### config.mk
export PLATFORM = sky130hd
export DESIGN_NAME = tgc_gate
export DESIGN_NICKNAME = d
export VERILOG_FILES = /design/src/hw/tgc_pkg.sv /design/src/hw/tgc_sync.sv /design/src/hw/tgc_gate.sv
export VERILOG_INCLUDE_DIRS = /design/src /design/src/hw
export SDC_FILE = /design/constraint.sdc
export NUM_CORES = 1
export LEC_CHECK = 0
export BUFFER_PORTS_ARGS = -buffer_cell sky130_fd_sc_hd__buf_2
export CAP_MARGIN = 20
export CORE_ASPECT_RATIO = 0.8
export CORE_UTILIZATION = 35
export DETAILED_ROUTE_END_ITERATION = 7
export GPL_TIMING_DRIVEN = 1
export SYNTH_ARGS = -nofsm -noshare
export SYNTH_HDL_FRONTEND = slang
export SYNTH_SLANG_ARGS = --single-unit
### constraint.sdc
create_clock -name aclk -period 4.05 [get_ports aclk]
set_input_delay 0.6075 -clock aclk [delete_from_list [all_inputs] [get_ports aclk]]
set_output_delay 0.6075 -clock aclk [all_outputs]
set_load 0.02 [all_outputs]
### src/hw/tgc_cfg.svh
/*
 Offsets, field positions, reset values for the timer gate control block.
 Assumes inclusion by bare name from tgc_gate and the test bench module.
*/
`ifndef TGC_CFG_SVH
`define TGC_CFG_SVH
`define TGC_OFF_GATE_CTRL 8'h00
`define TGC_OFF_TIMER_CTRL 8'h04
`define TGC_OFF_STATUS 8'h08
`define TGC_BIT_GE 7
`define TGC_BIT_POL 6
`define TGC_BIT_TM 5
`define TGC_BIT_SPM 4
`define TGC_BIT_GO 3
`define TGC_BIT_VAL 2
`define TGC_BIT_SS_HI 1
`define TGC_BIT_SS_LO 0
`define TGC_BIT_ON 0
`define TGC_BIT_GIE 1
`define TGC_BIT_GIF 0
`define TGC_GATE_CTRL_RST 8'h00
`define TGC_SS_PIN 2'b00
`define TGC_SS_PERIOD 2'b01
`define TGC_SS_CMP1 2'b10
`define TGC_SS_CMP2 2'b11
`define TGC_RESP_OKAY 2'b00
`define TGC_RESP_SLVERR 2'b10
`endif

### src/hw/tgc_pkg.sv
/*
 Types shared by the timer gate control block.
 Includes nothing; tgc_cfg.svh is included by the modules that use it.
*/
`default_nettype none
package tgc_pkg;
	typedef struct packed {
		logic gate_pin;
		logic period_timer_match;
		logic comparator_one_out;
		logic comparator_two_sync_out;
	} tgc_src_t;
	typedef struct packed {
		logic gate_enable_bit;
		logic gate_polarity;
		logic gate_toggle_mode;
		logic single_pulse_mode;
		logic [1:0] gate_source_sel;
	} tgc_cfg_t;
	typedef enum logic [2:0] {
		TGC_SP_IDLE = 3'b001,
		TGC_SP_ARMED = 3'b010,
		TGC_SP_PULSE = 3'b100
	} tgc_sp_state_t;
endpackage
`default_nettype wire

### src/hw/tgc_sync.sv
/*
 Two-flop synchroniser bank for the gate sources.
 Assumes asynchronous inputs and one clock.
*/
`timescale 1ns/1ps
`default_nettype none
module tgc_sync #(
	parameter int WIDTH = 4
) (
	input wire logic aclk, // clock
	input wire logic aresetn, // sync reset, active low
	input wire logic [WIDTH-1:0] d_in, // async inputs
	output logic [WIDTH-1:0] q_out // synchronised outputs
);
	logic [WIDTH-1:0] meta_r;
	logic [WIDTH-1:0] q_r;
	genvar i;
	// ----------------------------------------
	// per-bit two-flop stage
	// ----------------------------------------
	generate
		for (i = 0; i < WIDTH; i++) begin : g_bit
			always_ff @(posedge aclk) begin
				if (!aresetn) begin
					meta_r[i] <= 1'b0;
					q_r[i] <= 1'b0;
				end else begin
					meta_r[i] <= d_in[i];
					q_r[i] <= meta_r[i];
				end
			end
		end
	endgenerate
	assign q_out = q_r;
endmodule
`default_nettype wire

### src/hw/tgc_gate.sv
/*
 Timer gate control: source select, polarity, toggle, single pulse,
 gate level and gate event flag, with an AXI4-Lite register slave.
 Assumes gate sources may be asynchronous; counter lives outside.
*/
// Design decisions made here: register access over AXI4-Lite and the placing of the registers.
// What this block does
// - timer on and gate enabled: gate qualifies counting
// - gate disabled, timer on: count always
// - polarity bit picks active gate level
// - toggle mode routes gate through toggle flop
// - toggle mode off holds toggle flop cleared
// - toggle flop inverts on gate rising edge
// - single pulse mode controls counting gate
// - go bit set arms acquisition, hardware clears
// - go clear: no further pulses admitted
// - clearing single pulse mode clears go
// - read-only gate level after all processing
// - gate level tracks regardless of enable
// - select 00 takes gate pin
// - select 01 takes period timer match
// - select 10/11 take comparator outputs
// - go clears at trailing edge of pulse
// - gate level falling edge sets event flag
// - timer off stops count, clears gate flop
// - toggle plus single pulse measures period
`timescale 1ns/1ps
`default_nettype none
`include "tgc_cfg.svh"
module tgc_gate (
	input wire logic aclk, // clock, 250 MHz
	input wire logic aresetn, // sync reset, active low
	input wire tgc_pkg::tgc_src_t src_in, // raw gate sources
	input wire logic [7:0] s_axi_awaddr, // write address
	input wire logic s_axi_awvalid, // write address valid
	output logic s_axi_awready, // write address ready
	input wire logic [31:0] s_axi_wdata, // write data
	input wire logic [3:0] s_axi_wstrb, // write strobes
	input wire logic s_axi_wvalid, // write data valid
	output logic s_axi_wready, // write data ready
	output logic [1:0] s_axi_bresp, // write response
	output logic s_axi_bvalid, // write response valid
	input wire logic s_axi_bready, // write response ready
	input wire logic [7:0] s_axi_araddr, // read address
	input wire logic s_axi_arvalid, // read address valid
	output logic s_axi_arready, // read address ready
	output logic [31:0] s_axi_rdata, // read data
	output logic [1:0] s_axi_rresp, // read response
	output logic s_axi_rvalid, // read data valid
	input wire logic s_axi_rready, // read data ready
	output logic count_enable, // counter may increment
	output logic gate_event_irq // event flag and irq enable
);
	import tgc_pkg::*;
	tgc_cfg_t cfg_r;
	tgc_src_t src_s;
	tgc_sp_state_t sp_r;
	logic timer_on_r, gie_r, gif_r;
	logic go_r, tog_r, tog_d_r, sel_r, sel_d_r, lvl_d_r;
	logic aw_got_r, w_got_r;
	logic [7:0] awaddr_r;
	logic [31:0] wdata_r;
	logic [3:0] wstrb_r;
	logic sel_raw, sel_rise, sel_fall, pol_out, tog_out, gate_level;
	logic lvl_fall, wr_fire, rd_fire, wr_ctrl, wr_tctl, wr_stat;
	logic sp_trail;

	// ----------------------------------------
	// source synchronisation and selection
	// ----------------------------------------
	tgc_sync #(.WIDTH(4)) u_sync (
		.aclk(aclk),
		.aresetn(aresetn),
		.d_in(src_in),
		.q_out(src_s)
	);
	always_comb begin
		unique case (cfg_r.gate_source_sel)
			`TGC_SS_PIN: sel_raw = src_s.gate_pin;
			`TGC_SS_PERIOD: sel_raw = src_s.period_timer_match;
			`TGC_SS_CMP1: sel_raw = src_s.comparator_one_out;
			`TGC_SS_CMP2: sel_raw = src_s.comparator_two_sync_out;
		endcase
	end
	// polarity applied before edge detect so edges are active-edge edges
	assign pol_out = cfg_r.gate_polarity ? sel_raw : ~sel_raw;
	always_ff @(posedge aclk) begin
		if (!aresetn) begin
			sel_r <= 1'b0;
			sel_d_r <= 1'b0;
			tog_d_r <= 1'b0;
			lvl_d_r <= 1'b0;
		end else begin
			sel_r <= pol_out;
			sel_d_r <= sel_r;
			tog_d_r <= tog_out;
			lvl_d_r <= gate_level;
		end
	end
	assign sel_rise = sel_r & ~sel_d_r;
	assign sel_fall = ~sel_r & sel_d_r;
	// ----------------------------------------
	// toggle flip-flop
	// ----------------------------------------
	always_ff @(posedge aclk) begin
		if (!aresetn) begin
			tog_r <= 1'b0;
		end else if (!cfg_r.gate_toggle_mode || !timer_on_r) begin
			tog_r <= 1'b0;
		end else if (sel_rise) begin
			tog_r <= ~tog_r;
		end
	end
	assign tog_out = cfg_r.gate_toggle_mode ? tog_r : sel_r;
	// ----------------------------------------
	// single pulse acquisition
	// ----------------------------------------
	// trailing edge of whichever gate feeds it; with toggle on this is a
	// full source period, which gives period measurement
	assign sp_trail = ~tog_out & tog_d_r;
	always_ff @(posedge aclk) begin
		if (!aresetn) begin
			sp_r <= TGC_SP_IDLE;
		end else if (!cfg_r.single_pulse_mode || !go_r) begin
			sp_r <= TGC_SP_IDLE;
		end else begin
			unique case (sp_r)
				TGC_SP_IDLE: sp_r <= tog_out ? TGC_SP_IDLE : TGC_SP_ARMED;
				TGC_SP_ARMED: if (tog_out) begin
					sp_r <= TGC_SP_PULSE;
				end
				TGC_SP_PULSE: if (sp_trail) begin
					sp_r <= TGC_SP_IDLE;
				end
				default: sp_r <= TGC_SP_IDLE;
			endcase
		end
	end
	// a pulse already high at arming is skipped; only a fresh edge counts
	assign gate_level = cfg_r.single_pulse_mode ?
		(tog_out && go_r && sp_r != TGC_SP_IDLE) : tog_out;

	always_ff @(posedge aclk) begin
		if (!aresetn) begin
			go_r <= 1'b0;
		end else if (!cfg_r.single_pulse_mode) begin
			go_r <= 1'b0;
		end else if (go_r && sp_r == TGC_SP_PULSE && sp_trail) begin
			go_r <= 1'b0;
		end else if (wr_ctrl && wstrb_r[0] && wdata_r[`TGC_BIT_GO]
			&& wdata_r[`TGC_BIT_SPM]) begin
			go_r <= 1'b1;
		end
	end

	// ----------------------------------------
	// count qualification and event flag
	// ----------------------------------------
	assign count_enable = timer_on_r &&
		(!cfg_r.gate_enable_bit || gate_level);
	assign lvl_fall = ~gate_level & lvl_d_r;
	// set wins over a software clear in the same cycle
	always_ff @(posedge aclk) begin
		if (!aresetn) begin
			gif_r <= 1'b0;
		end else if (lvl_fall) begin
			gif_r <= 1'b1;
		end else if (wr_stat && wstrb_r[0] && wdata_r[`TGC_BIT_GIF]) begin
			gif_r <= 1'b0;
		end
	end
	assign gate_event_irq = gif_r & gie_r;
	// ----------------------------------------
	// AXI4-Lite write path
	// ----------------------------------------
	assign s_axi_awready = !aw_got_r && !s_axi_bvalid;
	assign s_axi_wready = !w_got_r && !s_axi_bvalid;
	assign wr_fire = aw_got_r && w_got_r && !s_axi_bvalid;
	assign wr_ctrl = wr_fire && awaddr_r == `TGC_OFF_GATE_CTRL;
	assign wr_tctl = wr_fire && awaddr_r == `TGC_OFF_TIMER_CTRL;
	assign wr_stat = wr_fire && awaddr_r == `TGC_OFF_STATUS;
	always_ff @(posedge aclk) begin
		if (!aresetn) begin
			aw_got_r <= 1'b0;
			awaddr_r <= 8'h00;
		end else if (s_axi_awvalid && s_axi_awready) begin
			aw_got_r <= 1'b1;
			awaddr_r <= {s_axi_awaddr[7:2], 2'b00};
		end else if (wr_fire) begin
			aw_got_r <= 1'b0;
		end
	end
	always_ff @(posedge aclk) begin
		if (!aresetn) begin
			w_got_r <= 1'b0;
			wdata_r <= 32'h0000_0000;
			wstrb_r <= 4'h0;
		end else if (s_axi_wvalid && s_axi_wready) begin
			w_got_r <= 1'b1;
			wdata_r <= s_axi_wdata;
			wstrb_r <= s_axi_wstrb;
		end else if (wr_fire) begin
			w_got_r <= 1'b0;
		end
	end
	always_ff @(posedge aclk) begin
		if (!aresetn) begin
			s_axi_bvalid <= 1'b0;
			s_axi_bresp <= `TGC_RESP_OKAY;
		end else if (wr_fire) begin
			s_axi_bvalid <= 1'b1;
			s_axi_bresp <= (wr_ctrl || wr_tctl || wr_stat) ?
				`TGC_RESP_OKAY : `TGC_RESP_SLVERR;
		end else if (s_axi_bready) begin
			s_axi_bvalid <= 1'b0;
		end
	end
	always_ff @(posedge aclk) begin
		if (!aresetn) begin
			cfg_r <= '0;
		end else if (wr_ctrl && wstrb_r[0]) begin
			cfg_r.gate_enable_bit <= wdata_r[`TGC_BIT_GE];
			cfg_r.gate_polarity <= wdata_r[`TGC_BIT_POL];
			cfg_r.gate_toggle_mode <= wdata_r[`TGC_BIT_TM];
			cfg_r.single_pulse_mode <= wdata_r[`TGC_BIT_SPM];
			cfg_r.gate_source_sel <=
				wdata_r[`TGC_BIT_SS_HI:`TGC_BIT_SS_LO];
		end
	end
	always_ff @(posedge aclk) begin
		if (!aresetn) begin
			timer_on_r <= 1'b0;
			gie_r <= 1'b0;
		end else if (wr_tctl && wstrb_r[0]) begin
			timer_on_r <= wdata_r[`TGC_BIT_ON];
			gie_r <= wdata_r[`TGC_BIT_GIE];
		end
	end

	// ----------------------------------------
	// AXI4-Lite read path
	// ----------------------------------------
	logic [7:0] ctrl_view;
	assign ctrl_view = {cfg_r.gate_enable_bit, cfg_r.gate_polarity,
		cfg_r.gate_toggle_mode, cfg_r.single_pulse_mode, go_r,
		gate_level, cfg_r.gate_source_sel};
	assign s_axi_arready = !s_axi_rvalid;
	assign rd_fire = s_axi_arvalid && s_axi_arready;
	always_ff @(posedge aclk) begin
		if (!aresetn) begin
			s_axi_rvalid <= 1'b0;
			s_axi_rdata <= 32'h0000_0000;
			s_axi_rresp <= `TGC_RESP_OKAY;
		end else if (rd_fire) begin
			s_axi_rvalid <= 1'b1;
			s_axi_rresp <= `TGC_RESP_OKAY;
			unique case ({s_axi_araddr[7:2], 2'b00})
				`TGC_OFF_GATE_CTRL: s_axi_rdata <= {24'h00_0000, ctrl_view};
				`TGC_OFF_TIMER_CTRL:
					s_axi_rdata <= {30'h0000_0000, gie_r, timer_on_r};
				`TGC_OFF_STATUS: s_axi_rdata <= {31'h0000_0000, gif_r};
				default: begin
					s_axi_rdata <= 32'h0000_0000;
					s_axi_rresp <= `TGC_RESP_SLVERR;
				end
			endcase
		end else if (s_axi_rready) begin
			s_axi_rvalid <= 1'b0;
		end
	end
endmodule
`default_nettype wire

==> results of run 1 <==
[power breakdown]
| part | internal, W | switching, W | total (W) | leakage (nW) |
|---|---|---|---|---|
| sequential | 0.000552 | 0.0000146 | 0.000566 | 0.442 |
| clock | 0.000264 | 0.000171 | 0.000434 | 0.0714 |
| combinational | 0.0000453 | 0.0000742 | 0.000120 | 0.627 |
[cell usage after synthesis (4+ instances only)]
cell / count / area (um2)
nand2_1: 17 / 63.81
inv_1: 4 / 15.01
nor2_1: 26 / 97.59
clkbuf_1: 5 / 18.77
a32oi_1: 5 / 43.79
nand2b_1: 7 / 43.79
mux2i_1: 24 / 240.2
nor3b_1: 4 / 30.03
and2_1: 10 / 62.56
nand3_1: 4 / 20.02
buf_4: 26 / 195.2
a21oi_1: 5 / 25.02
dfxtp_1: 54 / 1081
[worst max-delay path, stage by stage (launching register included)]
cell and delay [ns]:
dfxtp_1 0.44, mux2_2 0.41, nand3_1 0.14, a21boi_0 0.11, buf_2 0.17
[cell families after synthesis]
family,synth area share (%)
AO/OA/AOI/OAI,7.851
XOR/XNOR,1.516
buffers and inverters,10.56
flip-flops,46.78
multiplexers,12.34
other,0.1623
AND/OR/NAND/NOR,20.79
[state kept, by name (all words and copies together), names as in the netlist, 3 cells and up]
| signal | flops |
|---|---|
| s_axi_rdata | 8 |
| wdata_r | 7 |
| awaddr_r | 6 |
| cfg_r | 6 |
| u_sync.meta_r | 4 |
| u_sync.q_out | 4 |
| sp_r | 3 |
[path summary, 6_finish.rpt]
path	start	to	slack, ns	depth (start not counted)
hold / removal	u_sync.meta_r[1]$_SDFF_PN0_	u_sync.q_out[1]$_SDFF_PN0_	0.44	1
setup reg to reg	awaddr_r[4]$_SDFFE_PN0P_	cfg_r[5]$_SDFFE_PN0P_	2.27	3
setup / recovery	cfg_r[3]$_SDFFE_PN0P_	count_enable	1.88	4
hold reg to reg	u_sync.meta_r[1]$_SDFF_PN0_	u_sync.q_out[1]$_SDFF_PN0_	0.44	1
[final cells by class]
cell class / count / area share (%)
tap: 84 / 3.907
sequential: 54 / 40.19
clock buffer: 6 / 3.070
timing repair buffer: 51 / 9.767
clock inverter: 2 / 2.233
multi-input combinational: 168 / 40.14
inverter: 5 / 0.6977
[layer usage]
| metal | wire length [um] | vias up | part of all wire (%) |
|---|---|---|---|
| met5 | 0 | - | 0 |
| met4 | 0 | 0 | 0 |
| met3 | 206 | 0 | 4.9 |
| met2 | 1873 | 41 | 44 |
| met1 | 2158 | 758 | 51 |
| li1 | - | 865 | - |
[through the flow]
stage / total power [W] / utilization, % / std cells / hold slack [ns] / setup WS, ns
final: 0.001120 / 42.19 / 370 / 0.4410 / 1.878
after global routing: 0.001168 / 42.19 / 370 / 0.4650 / 1.754
after CTS: 0.001131 / 42.19 / 370 / 0.4398 / 1.856
after detailed placement: 0.0006999 / 39.95 / 362 / 0.4169 / 2.045
after global placement: 0.0006975 / 39.87 / 361 / 0.4173 / 1.952
after floorplan: 0.0006809 / - / 261 / 0.4119 / 2.233
==> qor.csv, run 1 <==
stage;metric;value;unit
run_status;status;finished clean;
sta;Final TNS setup;0;ns
synth;syn avg cell area;9.792;um2
critical_path;CP Class;reg2out;
layout;Net count, final;348;
layout;area of the multi-input gates;1080;um2
clock_network;worst skew pair latency;0.30;ns
grt;M1 GR Usage;17.82;%
layout;register area;1081;um2
flow_run;max-cap check violation count;0;
detailed_routing;DR vias/cell;4.497;
die;Die Footprint;6934;um2
layout;most common cell after layout, fill and taps aside;dfxtp_1;
detailed_routing;initial DRC count;67;
grt;grt peak-use layer;met2;
die;core area;6376;um2
detailed_routing;residual DRC count;0;
die;io pins;106;
sta;fmax;0.4604;GHz
clock_network;number of gates resized after cts;0;
sta;Final Hold Vio Count;0;
worst_hold_path;Hold Path Class;reg2reg;
clock_network;# clock sinks;54;
sta;RSZ-0062 raised after global routing;no;
placed_design;GPL Wtd Cong;0.7690;
layout;post-route cell area;2690;um2
critical_path;Critical Path AT;1.56;ns
detailed_routing;routed len/inst;11.45;um
die;num rows;26;
die;die height;74.68;um
synth;yosys warns;0;
grt;gr ovfl total;0;
clock_network;root buffer cell;clkbuf_8;
sta;setup violators final;0;
pwr;Static Leak;1.140;nW
die;Die W;92.85;um
grt;largest net degree at the start of global routing;33;
critical_path;Max FO, Critical Path;5;
placed_design;Port Buffers;47;
layout;layout cells sized above 1;23.43;%
layout;Diodes inserted;0;
clock_network;CTS buffer count;5;
sta;max-slew violations;0;
grt;first-pass GRT wire length;6824;um
pwr;PD cells;416.5;nW/um2
sta;Slew headroom;45.60;%
sta;Period minus WS final;2.172;ns
critical_path;CP Launch Type;flip-flop;
detailed_routing;first-pass detailed-route iteration total;4;
synth;Yosys reg bits;54;
clock_network;Setup Fix Bufs, Post-CTS;0;
layout;fillers;649;
clock_network;CTS max path bufs;2;
critical_path;Setup crit end kind;primary output;
detailed_routing;via count of the routed design;1664;
sta;Slew @ Worst Pin;0.8092;ns
clock_network;CTS clock-pin slew for the worst setup and hold paths;0.10;ns
detailed_routing;final WL;4238;um
synth;Post-synth EDFFs;0;
synth;Syn Inst Count;236;
synth;Netlist cell types;41;
die;Initial Util;36.24;%
sta;part of the cycle the worst path needs;53.63;%
clock_network;maximum level of the CTS H-tree;2;
clock_network;hold_buf cts;0;
synth;dominant register cell in the synthesized netlist;dfxtp_1;
placed_design;Placed Area;2547;um2
grt;initial antenna violation count;0;
synth;synthesized area;2311;um2
layout;most frequent cells in the layout;dfxtp_1, buf_2, nor2_1, conb_1, mux2i_1;
grt;met3 Use GR;3.232;%
layout;area grow syn2layout;16.41;%
placed_design;HPWL after detailed placement;3121;um
grt;Tot GR Track Use;12.45;%
sta;Layout Skew;0.01177;ns
pwr;worst vdd ir;166.6;uV
grt;number of global-route vias before repair;1408;
grt;M2 GR Usage;19.28;%
detailed_routing;Post-DRT Antenna Nets;0;
synth;post-synthesis sequential area ratio;46.78;%
synth;asr flop ratio synth;0;%
critical_path;CP Data Required Time;3.44;ns
clock_network;CTS tree;built;
(Power assumes the default switching activity.)
==> inputs of run 2 (changes only) <==
--- a/config.mk
+++ b/config.mk
@@ -6,12 +6,14 @@
 export SDC_FILE = /design/constraint.sdc
 export NUM_CORES = 1
 export LEC_CHECK = 0
+export ABC_AREA = 1
 export BUFFER_PORTS_ARGS = -buffer_cell sky130_fd_sc_hd__buf_2
 export CAP_MARGIN = 20
 export CORE_ASPECT_RATIO = 0.8
 export CORE_UTILIZATION = 35
 export DETAILED_ROUTE_END_ITERATION = 7
 export GPL_TIMING_DRIVEN = 1
+export PLACE_DENSITY = 0.65
 export SYNTH_ARGS = -nofsm -noshare
 export SYNTH_HDL_FRONTEND = slang
 export SYNTH_SLANG_ARGS = --single-unit
==> constraint.sdc (replaced) <==
create_clock -name aclk -period 1.9 [get_ports aclk]
set_input_delay 0.285 -clock aclk [delete_from_list [all_inputs] [get_ports aclk]]
set_output_delay 0.285 -clock aclk [all_outputs]
set_load 0.02 [all_outputs]
==> run 2 against run 1 <==
Cell area down 3.9%. Global-route usage up 0.27 points. Routed wire length down 2.6%. Die area down 0.95%. Non-clock buffer count down 2. Critical endpoint unchanged. Largest power group unchanged.
==> qor.csv, run 2 <==
stage;metric;value;unit
run_status;status;finished clean;
clock_network;worst skew pair latency;0.30;ns
die;Die W;92.41;um
layout;post-route cell area;2585;um2
grt;largest net degree at the start of global routing;21;
critical_path;Critical Path AT;1.45;ns
worst_hold_path;Hold Path Class;in2reg;
clock_network;CTS max path bufs;2;
die;Die Footprint;6868;um2
sta;Final TNS setup;0;ns
sta;fmax;0.5749;GHz
sta;Period minus WS final;1.739;ns
pwr;PD cells;815.4;nW/um2
pwr;Flop pwr share;57.5;%
sta;Layout Skew;0.006403;ns
synth;syn avg cell area;7.196;um2
critical_path;FF-to-FF path depth;5;
detailed_routing;Post-DRT Antenna Nets;0;
placed_design;HPWL after detailed placement;3111;um
layout;most frequent cells in the layout;nand2_1, dfxtp_1, nor2_1;
clock_network;# clock sinks;54;
synth;yosys warns;0;
layout;max FFs per register;8;
synth;top cells by count, synth;nand2_1, dfxtp_1, nor2_1;
layout;Net count, final;428;
synth;Netlist cell types;23;
synth;Yosys reg bits;54;
die;die height;74.33;um
synth;Post-synth EDFFs;0;
sta;setup violators final;0;
pwr;switching pwr;0.0005542;W
detailed_routing;residual DRC count;0;
sta;WHS;0.1590;ns
placed_design;GPL Wtd Cong;0.7348;
synth;most common cell in the netlist;nand2_1;
layout;Diodes inserted;0;
pwr;Comb pwr share;11.7;%
pwr;switching power share of the total;26.29;%
grt;first-pass GRT wire length;6844;um
grt;Tot GR Track Use;12.71;%
layout;most common cell after layout, fill and taps aside;nand2_1;
die;core area;6100;um2
sta;part of the cycle the worst path needs;91.55;%
detailed_routing;initial DRC count;59;
synth;asr flop ratio synth;0;%
synth;Syn Inst Count;318;
critical_path;critical-path cell list;inv_1, nand3_1, nand2_1, nand2_1, nand2_1, a21oi_1, buf_2;
critical_path;Max FO, Critical Path;4;
critical_path;reg2reg end;s_axi_rdata[2]$_SDFFE_PN0P_;
synth;dominant register cell in the synthesized netlist;dfxtp_1;
grt;number of global-route vias before repair;1548;
pwr;internal power;0.001554;W
critical_path;crit path to;count_enable;
grt;initial antenna violation count;0;
critical_path;Slowest-stage cell, CP;dfxtp_1;
layout;final core occ;42.38;%
critical_path;crit path from;sp_r[1]$_SDFFE_PP0P_;
grt;gr ovfl total;0;
detailed_routing;via count of the routed design;1825;
die;num rows;25;
critical_path;CP Launch Type;flip-flop;
pwr;Static Leak;1.299;nW
layout;layout cells sized above 1;16.94;%
sta;RSZ-0062 raised after global routing;no;
clock_network;root buffer cell;clkbuf_8;
detailed_routing;DR vias/cell;4.083;
critical_path;CP Data Required Time;1.62;ns
placed_design;Port Buffers;47;
synth;area leader, netlist;dfxtp_1;
flow_run;max-cap check violation count;0;
pwr;worst vdd ir;418.7;uV
synth;area share of the largest cell type after synthesis;47.24;%
detailed_routing;routed len/inst;9.237;um
clock_network;CTS tree;built;
clock_network;CTS clock-pin slew for the worst setup and hold paths;0.09;ns
synth;top cells by area, synth;dfxtp_1, nand2_1, nor2_1, buf_4, inv_1;
critical_path;Most common cell on crit path;nand2_1;
critical_path;CP Class;reg2out;
layout;Regs by FF count;s_axi_rdata: 8 flops, wdata_r: 7 flops;
critical_path;Crit Reg-Reg Startpoint;s_axi_rvalid$_SDFFE_PN0P_;
synth;synthesized area;2288;um2
detailed_routing;first-pass detailed-route iteration total;4;
worst_hold_path;hold depth;3;
sta;max-slew violations;0;
placed_design;Placed Area;2494;um2
layout;Biggest register;s_axi_rdata;
clock_network;maximum level of the CTS H-tree;2;
die;io pins;106;
critical_path;Setup crit end kind;primary output;
pwr;Clock Power Share;30.8;%
critical_path;Reg2Reg Setup Slack;0.66;ns
layout;area grow syn2layout;12.96;%
sta;Final Hold Vio Count;0;
synth;post-synthesis sequential area ratio;47.24;%
detailed_routing;final WL;4129;um
die;Initial Util;37.52;%
clock_network;CTS buffer count;5;
critical_path;CP max stage delay;0.38;ns
[run 2: cell count changes after synthesis, moves of 5 or more]
cell and change:
a21oi_1 +15, a32oi_1 -5, and2_1 -10, buf_2 +6, inv_1 +31, mux2i_1 -24, nand2_1 +58, nand2b_1 -7
nand3_1 +9, nor2_1 +27, o21ai_0 +15
[run 2: cell families (layout without fill, tap and decap cells)]
| logic type | Yosys count | after routing | share of synthesized area [%] |
|---|---|---|---|
| buf+inv | 70 | 93 | 16.40 |
| other cells | 1 | 26 | 0.1639 |
| compound gates | 43 | 43 | 9.733 |
| flops | 54 | 54 | 47.24 |
| simple gates | 150 | 150 | 26.46 |
[run 2: layout make-up]
type                            count  area (um2)
Clock inverter                      1       5.005
Timing Repair Buffer               49       250.2
Clock buffer                        7       86.33
Fill cell                         636        3515
Tap cell                           81       101.3
Sequential cell                    54        1081
Inverter                           36       135.1
Multi-Input combinational cell    219       925.9
[run 2: metal layers]
metal / track usage (%) / up-vias / share of wire [%]
li1: - / 1020 / -
met1: 17.04 / 769 / 51
met2: 19.67 / 36 / 44
met3: 4.499 / 0 / 5.3
met4: 3.125 / 0 / 0
met5: 0 / - / 0
[run 2: how the worst min path moves through the flow]
stage / start / endpoint / slack [ns]
after global placement: u_sync.meta_r[2]$_SDFF_PN0_ / u_sync.q_out[2]$_SDFF_PN0_ / 0.40
after CTS: src_in[0] / u_sync.meta_r[0]$_SDFF_PN0_ / 0.14
after detailed placement: u_sync.meta_r[2]$_SDFF_PN0_ / u_sync.q_out[2]$_SDFF_PN0_ / 0.40
final: src_in[0] / u_sync.meta_r[0]$_SDFF_PN0_ / 0.16
after global routing: src_in[3] / u_sync.meta_r[3]$_SDFF_PN0_ / 0.15
after floorplan: src_in[0] / u_sync.meta_r[0]$_SDFF_PN0_ / 0.38
[run 2: power groups by stage]
| stage | Sequential (W) | Clock, W | Combinational (W) |
|---|---|---|---|
| 2_1_floorplan | 0.00124 | 0 | 0.000215 |
| 3_3_place_gp | 0.00124 | 0 | 0.000243 |
| 3_5_place_dp | 0.00124 | 0 | 0.000247 |
| 4_1_cts | 0.00121 | 0.000674 | 0.000248 |
| 5_1_grt | 0.00122 | 0.000711 | 0.000284 |
| 6_report | 0.00121 | 0.000649 | 0.000246 |
[run 2: stage by stage]
step                      std cells  setup slack (ns)  total power (W)
after floorplan                 343            0.5323         0.001455
after global placement          439            0.4757         0.001482
after detailed placement        439            0.4771         0.001487
after CTS                       447            0.1211         0.002135
after global routing            447           0.02402         0.002214
final                           447            0.1606         0.002108
[run 2: timing repair]
item	4_1_cts	5_1_grt
hold buffers	0	0
hold endpoints to repair	0	0
endpoints found under the setup margin	0	1
gates resized for setup	0	1
setup buffers	0	0
[run 2: worst max-delay path: cells and delay by family, from the launching register on]
kind,cells,cell delay (ns)
flip-flops,1,0.38
AND/OR/NAND/NOR,4,0.34
buffers and inverters,2,0.25
AO/OA/AOI/OAI,1,0.19
